===== src/rtl/irq_ctrl_pkg.sv =====
/*
  Shared constants and types of the two-level interrupt controller:
  register map, field positions, reset values, vectors, level states.
  Assumes nothing; imported whole by every design module.
*/
package irq_ctrl_pkg;
  // --------------------------------------------------------------
  // sources, in polling order, bit position equals source index
  // --------------------------------------------------------------
  localparam int N_SRC = 5;
  localparam int SRC_EXT0 = 0;
  localparam int SRC_TIMER0 = 1;
  localparam int SRC_EXT1 = 2;
  localparam int SRC_TIMER1 = 3;
  localparam int SRC_SERIAL = 4;
  localparam int GLOBAL_EN_BIT = 7;

  // --------------------------------------------------------------
  // register map (index registers sit at four times the index)
  // --------------------------------------------------------------
  localparam logic [7:0] IDX_SOURCE_ENABLE = 8'ha8;
  localparam logic [7:0] IDX_LEVEL_SELECT = 8'ha9;
  localparam logic [11:0] ADDR_SOURCE_ENABLE = {2'h0, IDX_SOURCE_ENABLE, 2'h0};
  localparam logic [11:0] ADDR_LEVEL_SELECT = {2'h0, IDX_LEVEL_SELECT, 2'h0};
  localparam logic [11:0] ADDR_TIMER_CTRL = 12'h000;
  localparam logic [11:0] ADDR_EVENT_STATUS = 12'h004;
  localparam logic [11:0] ADDR_EVENT_MASK = 12'h008;
  localparam logic [11:0] ADDR_LEVEL_STATE = 12'h00c;

  // timer_ctrl_reg field positions
  localparam int TC_EXT0_EDGE = 0;
  localparam int TC_EXT0_FLAG = 1;
  localparam int TC_EXT1_EDGE = 2;
  localparam int TC_EXT1_FLAG = 3;
  localparam int TC_TIMER0_FLAG = 5;
  localparam int TC_TIMER1_FLAG = 7;

  // reset values
  localparam logic [7:0] RST_SOURCE_ENABLE = 8'h00;
  localparam logic [7:0] RST_LEVEL_SELECT = 8'h00;
  localparam logic [7:0] RST_TIMER_CTRL = 8'h00;
  localparam logic [4:0] RST_EVENT_MASK = 5'h00;

  // stack advance on a hardware call, in bytes
  localparam logic [7:0] SP_STEP = 8'h02;

  // entry addresses, index = source
  localparam logic [N_SRC-1:0][7:0] VECTORS = {8'h23, 8'h1b, 8'h13, 8'h0b, 8'h03};

  // --------------------------------------------------------------
  // types
  // --------------------------------------------------------------
  typedef enum logic [1:0] {
    LVL_IDLE = 2'b00,
    LVL_LOW = 2'b01,
    LVL_HIGH = 2'b10,
    LVL_NESTED = 2'b11
  } level_state_e;

  typedef struct packed {
    logic [7:0] vector;
    logic high;
    logic [2:0] source;
  } grant_s;

  typedef struct packed {
    logic [15:0] ret_pc;
    logic [7:0] sp;
    logic [7:0] target;
  } call_s;
endpackage : irq_ctrl_pkg


===== src/rtl/ext_request_flag.sv =====
/*
  Request flag of one external interrupt pin, edge or low level.
  Assumes a pin level already synchronised to clk.
*/
`timescale 1ns/100ps
module ext_request_flag import irq_ctrl_pkg::*; (
  // clock and reset
  input wire logic clk,
  input wire logic rst_n,
  // pin and mode
  input wire logic pin_level,
  input wire logic edge_select,
  // clears and software access
  input wire logic enter_clear,
  input wire logic sw_write,
  input wire logic sw_value,
  // flag out
  output logic flag
);
  logic pin_prev_q;
  logic flag_q;
  logic fall;

  // previous sample for fall detection
  always_ff @(posedge clk or negedge rst_n) begin
    if (!rst_n) begin
      pin_prev_q <= 1'b1;
    end else begin
      pin_prev_q <= pin_level;
    end
  end

  assign fall = pin_prev_q & ~pin_level;

  // hardware set wins over any clear in the same cycle
  always_ff @(posedge clk or negedge rst_n) begin
    if (!rst_n) begin
      flag_q <= 1'b0;
    end else if (!edge_select) begin
      flag_q <= ~pin_level;
    end else if (fall) begin
      flag_q <= 1'b1;
    end else if (enter_clear) begin
      flag_q <= 1'b0;
    end else if (sw_write) begin
      flag_q <= sw_value;
    end
  end

  assign flag = flag_q;
endmodule : ext_request_flag


===== src/rtl/pin_sync.sv =====
/*
  Multi-bit level synchroniser for asynchronous pins.
  Assumes each bit is an independent level; no word coherence.
*/
`timescale 1ns/100ps
module pin_sync import irq_ctrl_pkg::*; #(
  parameter int WIDTH = 2,
  parameter int STAGES = 2
) (
  // clock and reset
  input wire logic clk,
  input wire logic rst_n,
  // pins in, synchronised levels out
  input wire logic [WIDTH-1:0] async_in,
  output logic [WIDTH-1:0] sync_out
);
  // fewer than two stages would not settle metastability
  if (STAGES < 2) begin : g_check
    $error("pin_sync needs at least two stages");
  end

  logic [STAGES-1:0][WIDTH-1:0] chain_q;

  // first stage is read only by the next stage; reset to the idle high
  // level of active-low pins, so no false fall follows reset
  always_ff @(posedge clk or negedge rst_n) begin
    if (!rst_n) begin
      chain_q <= '1;
    end else begin
      chain_q <= {chain_q[STAGES-2:0], async_in};
    end
  end

  assign sync_out = chain_q[STAGES-1];
endmodule : pin_sync


===== src/rtl/two_level_interrupt_control.sv =====
/*
  Two-level nested interrupt controller with APB register access.
  Five sources: two external pins, two timer overflows, serial port.
  Assumes the core sequencer runs on pclk, pulses irq_take when it
  enters a routine and return_from_irq_instr when it retires a return.
*/
// Our own choice: the APB register port.
// Function
// - global enable gates every acknowledge
// - per-source enable, zero blocks acknowledge
// - per-source priority bit, one is high
// - high request preempts running low routine
// - same or higher running level blocks request
// - simultaneous: high level wins
// - equal level: fixed polling order
// - polling order only breaks ties
// - nested call pushes pc, sp plus two
// - return clears high active, resumes low
// - low active stays set after nested return
// - edge select one: falling edge, else level
// - edge flag set on high then low
// - edge flag cleared on routine entry
// - level flag follows sampled pin
// - each source has own entry address
`timescale 1ns/100ps
module two_level_interrupt_control import irq_ctrl_pkg::*; (
  // clock and reset
  input wire logic pclk,
  input wire logic presetn,
  // apb slave
  input wire logic psel,
  input wire logic penable,
  input wire logic pwrite,
  input wire logic [11:0] paddr,
  input wire logic [31:0] pwdata,
  output logic [31:0] prdata,
  output logic pready,
  output logic pslverr,
  // external request pins, asynchronous
  input wire logic ext_irq_pin_a,
  input wire logic ext_irq_pin_b,
  // on-chip peripherals, same clock
  input wire logic timer0_overflow_set,
  input wire logic timer1_overflow_set,
  input wire logic serial_rx_tx_flags,
  // core sequencer
  output logic irq_req,
  output grant_s irq_grant,
  input wire logic irq_take,
  input wire logic return_from_irq_instr,
  input wire logic [15:0] core_pc,
  input wire logic [7:0] core_sp,
  output logic call_valid,
  output call_s call,
  // event interrupt
  output logic irq_out
);
  // ----------------------------------------------------------------
  // declarations
  // ----------------------------------------------------------------
  logic [7:0] source_enable_q;
  logic [7:0] level_select_q;
  logic [1:0] edge_select_q;
  logic timer0_flag_q;
  logic timer1_flag_q;
  logic [N_SRC-1:0] status_q;
  logic [N_SRC-1:0] mask_q;
  level_state_e level_q;
  level_state_e level_d;
  logic irq_req_q;
  grant_s grant_q;
  grant_s grant_d;
  logic grant_ok;
  logic call_valid_q;
  call_s call_q;
  logic [31:0] prdata_q;
  logic pslverr_q;

  logic [1:0] pins_sync;
  logic ext0_flag;
  logic ext1_flag;
  logic [N_SRC-1:0] flags;
  logic [N_SRC-1:0] flags_prev_q;
  logic [N_SRC-1:0] enabled;
  logic [N_SRC-1:0] high_req;
  logic [N_SRC-1:0] low_req;
  logic high_open;
  logic low_open;
  logic take;
  logic [N_SRC-1:0] enter_clear;

  logic wr_en;
  logic rd_en;
  logic hit;
  logic wr_timer_ctrl;
  logic [7:0] timer_ctrl_view;
  logic [1:0] level_view;

  // ----------------------------------------------------------------
  // apb decode
  // ----------------------------------------------------------------
  // every access completes in its first access cycle
  assign wr_en = psel & penable & pwrite;
  assign rd_en = psel & penable & ~pwrite;
  assign wr_timer_ctrl = wr_en & (paddr == ADDR_TIMER_CTRL);

  // address decode
  always_comb begin
    if (paddr == ADDR_SOURCE_ENABLE) begin
      hit = 1'b1;
    end else if (paddr == ADDR_LEVEL_SELECT) begin
      hit = 1'b1;
    end else if (paddr == ADDR_TIMER_CTRL) begin
      hit = 1'b1;
    end else if (paddr == ADDR_EVENT_STATUS) begin
      hit = 1'b1;
    end else if (paddr == ADDR_EVENT_MASK) begin
      hit = 1'b1;
    end else if (paddr == ADDR_LEVEL_STATE) begin
      hit = 1'b1;
    end else begin
      hit = 1'b0;
    end
  end

  // ----------------------------------------------------------------
  // control registers
  // ----------------------------------------------------------------
  // enable and level registers; the reserved bits read zero
  always_ff @(posedge pclk or negedge presetn) begin
    if (!presetn) begin
      source_enable_q <= RST_SOURCE_ENABLE;
      level_select_q <= RST_LEVEL_SELECT;
    end else if (wr_en && paddr == ADDR_SOURCE_ENABLE) begin
      source_enable_q <= {pwdata[GLOBAL_EN_BIT], 2'b00, pwdata[N_SRC-1:0]};
    end else if (wr_en && paddr == ADDR_LEVEL_SELECT) begin
      level_select_q <= {3'b000, pwdata[N_SRC-1:0]};
    end
  end

  // edge selects of the two pins, event mask
  always_ff @(posedge pclk or negedge presetn) begin
    if (!presetn) begin
      edge_select_q <= {RST_TIMER_CTRL[TC_EXT1_EDGE], RST_TIMER_CTRL[TC_EXT0_EDGE]};
      mask_q <= RST_EVENT_MASK;
    end else if (wr_timer_ctrl) begin
      edge_select_q <= {pwdata[TC_EXT1_EDGE], pwdata[TC_EXT0_EDGE]};
    end else if (wr_en && paddr == ADDR_EVENT_MASK) begin
      mask_q <= pwdata[N_SRC-1:0];
    end
  end

  // ----------------------------------------------------------------
  // request flags
  // ----------------------------------------------------------------
  pin_sync #(
    .WIDTH(2),
    .STAGES(2)
  ) u_pin_sync (
    .clk(pclk),
    .rst_n(presetn),
    .async_in({ext_irq_pin_b, ext_irq_pin_a}),
    .sync_out(pins_sync)
  );

  ext_request_flag u_ext0_flag (
    .clk(pclk),
    .rst_n(presetn),
    .pin_level(pins_sync[0]),
    .edge_select(edge_select_q[0]),
    .enter_clear(enter_clear[SRC_EXT0]),
    .sw_write(wr_timer_ctrl),
    .sw_value(pwdata[TC_EXT0_FLAG]),
    .flag(ext0_flag)
  );

  ext_request_flag u_ext1_flag (
    .clk(pclk),
    .rst_n(presetn),
    .pin_level(pins_sync[1]),
    .edge_select(edge_select_q[1]),
    .enter_clear(enter_clear[SRC_EXT1]),
    .sw_write(wr_timer_ctrl),
    .sw_value(pwdata[TC_EXT1_FLAG]),
    .flag(ext1_flag)
  );

  // timer overflow flags: set wins over entry clear and software clear
  always_ff @(posedge pclk or negedge presetn) begin
    if (!presetn) begin
      timer0_flag_q <= RST_TIMER_CTRL[TC_TIMER0_FLAG];
      timer1_flag_q <= RST_TIMER_CTRL[TC_TIMER1_FLAG];
    end else begin
      if (timer0_overflow_set) begin
        timer0_flag_q <= 1'b1;
      end else if (enter_clear[SRC_TIMER0]) begin
        timer0_flag_q <= 1'b0;
      end else if (wr_timer_ctrl) begin
        timer0_flag_q <= pwdata[TC_TIMER0_FLAG];
      end
      if (timer1_overflow_set) begin
        timer1_flag_q <= 1'b1;
      end else if (enter_clear[SRC_TIMER1]) begin
        timer1_flag_q <= 1'b0;
      end else if (wr_timer_ctrl) begin
        timer1_flag_q <= pwdata[TC_TIMER1_FLAG];
      end
    end
  end

  // bit order is the polling order; serial flag is cleared by its routine
  assign flags = {serial_rx_tx_flags, timer1_flag_q, ext1_flag, timer0_flag_q, ext0_flag};

  // ----------------------------------------------------------------
  // arbitration
  // ----------------------------------------------------------------
  assign enabled = flags & source_enable_q[N_SRC-1:0]
                 & {N_SRC{source_enable_q[GLOBAL_EN_BIT]}};
  assign high_req = enabled & level_select_q[N_SRC-1:0];
  assign low_req = enabled & ~level_select_q[N_SRC-1:0];
  // a running high routine blocks everything, a low one only low
  assign high_open = (level_q == LVL_IDLE) || (level_q == LVL_LOW);
  assign low_open = (level_q == LVL_IDLE);

  // high level first, then lowest index; order never reopens a level
  always_comb begin
    grant_d = '0;
    grant_ok = 1'b0;
    if (high_open && |high_req) begin
      grant_ok = 1'b1;
      grant_d.high = 1'b1;
      for (int i = N_SRC - 1; i >= 0; i--) begin
        if (high_req[i]) begin
          grant_d.source = 3'(i);
        end
      end
    end else if (low_open && |low_req) begin
      grant_ok = 1'b1;
      for (int i = N_SRC - 1; i >= 0; i--) begin
        if (low_req[i]) begin
          grant_d.source = 3'(i);
        end
      end
    end
    grant_d.vector = VECTORS[grant_d.source];
  end

  // the offer is registered so vector and level are flop outputs;
  // it lags the flags by one cycle
  always_ff @(posedge pclk or negedge presetn) begin
    if (!presetn) begin
      irq_req_q <= 1'b0;
      grant_q <= '0;
    end else if (take) begin
      irq_req_q <= 1'b0; // withdrawn while the taken flag clears
      grant_q <= grant_q;
    end else begin
      irq_req_q <= grant_ok;
      grant_q <= grant_d;
    end
  end

  assign take = irq_take & irq_req_q;

  // entry clears timers and edge-mode pins, never the serial flag
  always_comb begin
    enter_clear = '0;
    if (take && grant_q.source != 3'(SRC_SERIAL)) begin
      enter_clear[grant_q.source] = 1'b1;
    end
  end

  // ----------------------------------------------------------------
  // active level flip-flops
  // ----------------------------------------------------------------
  always_comb begin
    level_d = level_q;
    case (level_q)
      LVL_IDLE: begin
        if (take) begin
          level_d = grant_q.high ? LVL_HIGH : LVL_LOW;
        end
      end
      LVL_LOW: begin
        if (take && grant_q.high) begin
          level_d = LVL_NESTED;
        end else if (return_from_irq_instr) begin
          level_d = LVL_IDLE;
        end
      end
      LVL_HIGH: begin
        if (return_from_irq_instr) begin
          level_d = LVL_IDLE;
        end
      end
      LVL_NESTED: begin
        if (return_from_irq_instr) begin
          level_d = LVL_LOW;
        end
      end
      default: begin
        level_d = LVL_IDLE;
      end
    endcase
  end

  always_ff @(posedge pclk or negedge presetn) begin
    if (!presetn) begin
      level_q <= LVL_IDLE;
    end else begin
      level_q <= level_d;
    end
  end

  // ----------------------------------------------------------------
  // hardware call to the core
  // ----------------------------------------------------------------
  // one-cycle call: return address, stack after two pushes, target
  always_ff @(posedge pclk or negedge presetn) begin
    if (!presetn) begin
      call_valid_q <= 1'b0;
      call_q <= '0;
    end else begin
      call_valid_q <= take;
      if (take) begin
        call_q.ret_pc <= core_pc;
        call_q.sp <= 8'(core_sp + SP_STEP);
        call_q.target <= grant_q.vector;
      end
    end
  end

  // ----------------------------------------------------------------
  // event status and interrupt
  // ----------------------------------------------------------------
  // a rising request flag is an event; a read clears only the bits it
  // returned, so an event latched in the setup cycle is not lost
  always_ff @(posedge pclk or negedge presetn) begin
    if (!presetn) begin
      flags_prev_q <= '0;
      status_q <= '0;
    end else begin
      flags_prev_q <= flags;
      if (rd_en && paddr == ADDR_EVENT_STATUS) begin
        status_q <= (status_q & ~prdata_q[N_SRC-1:0]) | (flags & ~flags_prev_q);
      end else begin
        status_q <= status_q | (flags & ~flags_prev_q);
      end
    end
  end

  assign irq_out = |(status_q & mask_q);

  // ----------------------------------------------------------------
  // read data
  // ----------------------------------------------------------------
  assign timer_ctrl_view = {timer1_flag_q, 1'b0, timer0_flag_q, 1'b0,
                            ext1_flag, edge_select_q[1], ext0_flag, edge_select_q[0]};
  assign level_view = level_q;

  // read data registered at the edge that ends the setup cycle, holds until next read
  always_ff @(posedge pclk or negedge presetn) begin
    if (!presetn) begin
      prdata_q <= '0;
      pslverr_q <= 1'b0;
    end else if (psel && !penable) begin
      pslverr_q <= ~hit;
      if (pwrite) begin
        prdata_q <= prdata_q;
      end else if (paddr == ADDR_SOURCE_ENABLE) begin
        prdata_q <= {24'h0, source_enable_q};
      end else if (paddr == ADDR_LEVEL_SELECT) begin
        prdata_q <= {24'h0, level_select_q};
      end else if (paddr == ADDR_TIMER_CTRL) begin
        prdata_q <= {24'h0, timer_ctrl_view};
      end else if (paddr == ADDR_EVENT_STATUS) begin
        prdata_q <= {27'h0, status_q};
      end else if (paddr == ADDR_EVENT_MASK) begin
        prdata_q <= {27'h0, mask_q};
      end else if (paddr == ADDR_LEVEL_STATE) begin
        prdata_q <= {29'h0, serial_rx_tx_flags, level_view};
      end else begin
        prdata_q <= '0;
      end
    end
  end

  // ----------------------------------------------------------------
  // outputs
  // ----------------------------------------------------------------
  assign prdata = prdata_q;
  assign pready = 1'b1;
  assign pslverr = pslverr_q & psel & penable;
  assign irq_req = irq_req_q;
  assign irq_grant = grant_q;
  assign call_valid = call_valid_q;
  assign call = call_q;
endmodule : two_level_interrupt_control


===== config.mk =====
export PLATFORM = sky130hd
export DESIGN_NAME = two_level_interrupt_control
export DESIGN_NICKNAME = d
export VERILOG_FILES = /design/src/rtl/irq_ctrl_pkg.sv /design/src/rtl/ext_request_flag.sv /design/src/rtl/pin_sync.sv /design/src/rtl/two_level_interrupt_control.sv
export SDC_FILE = /design/constraint.sdc
export NUM_CORES = 1
export LEC_CHECK = 0
export BUFFER_PORTS_ARGS = -buffer_cell sky130_fd_sc_hd__buf_2
export CORE_ASPECT_RATIO = 2
export CORE_MARGIN = 2
export CORE_UTILIZATION = 45
export DETAILED_ROUTE_END_ITERATION = 6
export PLACE_DENSITY = 0.87
export SYNTH_ARGS = -nofsm -noshare
export SYNTH_HDL_FRONTEND = slang
export SYNTH_HIERARCHICAL = 1
export SYNTH_SLANG_ARGS = --single-unit

===== constraint.sdc =====
create_clock -name pclk -period 1.7 [get_ports pclk]
set_clock_uncertainty 0.15 [all_clocks]
set_input_delay 0.17 -clock pclk [delete_from_list [all_inputs] [get_ports pclk]]
set_output_delay 0.17 -clock pclk [all_outputs]
set_load 0.1 [all_outputs]

==> metrics.cfg <==
[run_status]
status = finished with violations
violations = setup timing

[synth]
avgSynthCellArea_um2 = 10.1
yosysTopAreaCellShare_pct = 46.8
synthCells = 417
yosysWarnings = 6
synth_area_mm2 = 0.00422
synthDistinctLibCells = 63
ys_async_sr_fraction_pct = 100
yosysSeqAreaShare_pct = 50.5
synthTopCellsByCount = 84 x nand2_1, 79 x dfrtp_1, 37 x buf_4, 19 x mux2_2, 16 x o21ai_0
synth_edf_count = 0
yosysTopAreaCell = dfrtp_1
ys_seq_elements = 85
netlist_top_cells_area = dfrtp_1 47%, nand2_1 7.5%, buf_4 6.6%
synth.most_common_cell = nand2_1
synth-main-ff-cell = dfrtp_1

[route]
dr.pass1.iters = 4
drc = 0
drt-initial-drc-count = 135
drtAntennaViolNets = 0
wl_um = 11800
num_vias = 3733
wl_per_cell_um = 17.0
via_per_inst = 5.36

[critical_path]
cp.arrival_ns = 1.94
start_kind = register
cp_cell_sequence = and4b_1, o32a_1, or4_4, a21oi_2
cp_top_family = simple AND/OR/NAND/NOR gates
max_stage_delay_ns = 0.46
critPathKind = register to register
slowest_stage = dfrtp_2
critPathBufInv = 0
cp-end-kind = register
crit_required_ns = 1.82
cp_max_fo = 6

[layout]
syn_to_final_growth_pct = 37.3
fin_area_mm2 = 0.00580
fillers = 738
antenna_cells = 0
layout.nets = 669
drive_above_1_share_pct = 37.9

[pwr]
max-vdd-ir-drop_mv = 0.697
powerDensity_mw_per_mm2 = 898
p_leak_uw = 0.00296
total_power_uw = 5200

[timing]
finalWorstPathRequiredPeriod_ns = 1.82
fin_crit_sh_pct = 107
final.setup.tns_ns = -0.310
rsz0062_at_grt = true
hold_ws_ns = 0.00999
fmax_ghz = 0.549
drv_slew = 0
worst_slack_ns = -0.120
hold_viol = 0
setup_violations = 4

[clock_network]
clkSlewWorstSetupHoldPaths_ns = 0.06
clock_sinks = 85
clock_path_buffers = 2
cts_tree = built
clk_latency_ns = 0.34
cts-root-buf = clkbuf_16
cts_buffers = 9
htree_levels = 3

[die]
initial_core_util_pct = 45.6
row_count = 50
io_pins = 161
core-area_mm2 = 0.00926
dieWidth_um = 72.5
die-area_mm2 = 0.0102
die_h_um = 141

[global_routing]
antenna_found_initial = 0
grt_pass1_wl_um = 18400
grt_pass1_vias = 3829
grt_max_degree = 39
track_usage_pct = 23.7
grt-ovfl-total = 0

[placed_design]
dp_slack_ns = -0.238
port_buffers = 103
post_dp_cell_area_mm2 = 0.00508
dp_hpwl_um = 8700
globalplace.congestion = 0.922

[run]
maxCapViolCount = 0

[min_path]
min_path_type = input pin to register

## registers in the layout, summed over array words and instances (netlist names), 5 cells and up
register,count
status_q,5
level_select_q,5
source_enable_q,6
prdata,7
flags_prev_q,5
mask_q,5
call,28
irq_grant,7
## cell type report
| cell class | count | area, um^2 | share of cell area [%] |
|---|---|---|---|
| Clock buffer | 9 | 225 | 3.89 |
| Clock inverter | 7 | 97.6 | 1.68 |
| Inverter | 10 | 37.5 | 0.648 |
| Multi-Input combinational cell | 298 | 1910 | 32.9 |
| Sequential cell | 85 | 2150 | 37.1 |
| Tap cell | 104 | 130 | 2.24 |
| Timing Repair Buffer | 184 | 1250 | 21.6 |
## routing by layer
layer	global-route usage (%)	up-vias	wire, um
met5	0	-	0
met4	15.1	0	644
met3	4.86	41	605
met2	42.8	154	6520
met1	23.8	1795	4050
li1	-	1743	-
## cells in the final DEF, fill, tap and decap left out, types with 6 or more instances in the layout
cell / synthesis / routed
mux2i_1: 9 / 9
conb_1: 2 / 32
nor2_1: 15 / 13
nand4_1: 9 / 9
nand2_1: 84 / 83
inv_1: 10 / 10
clkbuf_16: 0 / 9
buf_2: 2 / 101
nor2b_1: 7 / 7
o21ai_0: 16 / 14
dfrtp_1: 79 / 74
dfstp_2: 6 / 6
nor3_1: 6 / 6
buf_4: 37 / 47
a21oi_1: 11 / 9
dlygate4sd3_1: 0 / 30
mux2_2: 19 / 16
and2_1: 6 / 6
nand3_1: 8 / 6
## final timing paths
| kind | from | endpoint | slack, ns | cells past startpoint |
|---|---|---|---|---|
| min | core_sp[2] | call[10]$_DFFE_PN0N_ | 0.01 | 4 |
| min reg2reg | u_pin_sync/chain_q[0]$_DFF_PN1_ | u_pin_sync/sync_out[0]$_DFF_PN1_ | 0.21 | 0 |
| max | source_enable_q[7]$_DFFE_PN0N_ | irq_grant[7]$_DFFE_PN0P_ | -0.12 | 4 |
| min in group asynchronous | presetn | call[24]$_DFFE_PN0N_ | 0.17 | 2 |
| max reg2reg | source_enable_q[7]$_DFFE_PN0N_ | irq_grant[7]$_DFFE_PN0P_ | -0.12 | 4 |
| max in group asynchronous | presetn | source_enable_q[7]$_DFFE_PN0N_ | 0.59 | 3 |
## through the flow
step           instances  util (%)
2_1_floorplan        447         -
3_3_place_gp         647      54.9
3_5_place_dp         647      54.9
4_1_cts              695      62.2
5_1_grt              697      62.6
6_report             697      62.6
## logic make-up after synthesis
logic type,after synthesis,share of synthesized area [%]
muxes,28,7.20
other,2,0.178
adders and majority gates,1,0.296
xor gates and xnor gates,5,1.04
buffers and inverters,64,9.21
DFF,85,50.5
AOI/OAI and AO/OA,64,11.2
and+or+nand+nor,168,20.4
## tightest hold or removal path, stage by stage
cell and delay (ns):
buf_2 0.08, ha_1 0.12, nand2_1 0.05, nand2_1 0.04
## report_power, final
part           internal, uW  switching (uW)
Clock                  1290             804
Combinational           194             802
Sequential             2080            32.4
## repair_timing
item | CTS | global route
pin swaps | 6 | 6
buffers inserted | 3 | 1
hold buffers | 29 | 1
hold endpoints to repair | 90 | 1
resized for setup | 12 | 6
endpoints found under the setup margin | 8 | 7
No activity file was read; power rests on OpenSTA's default activity.
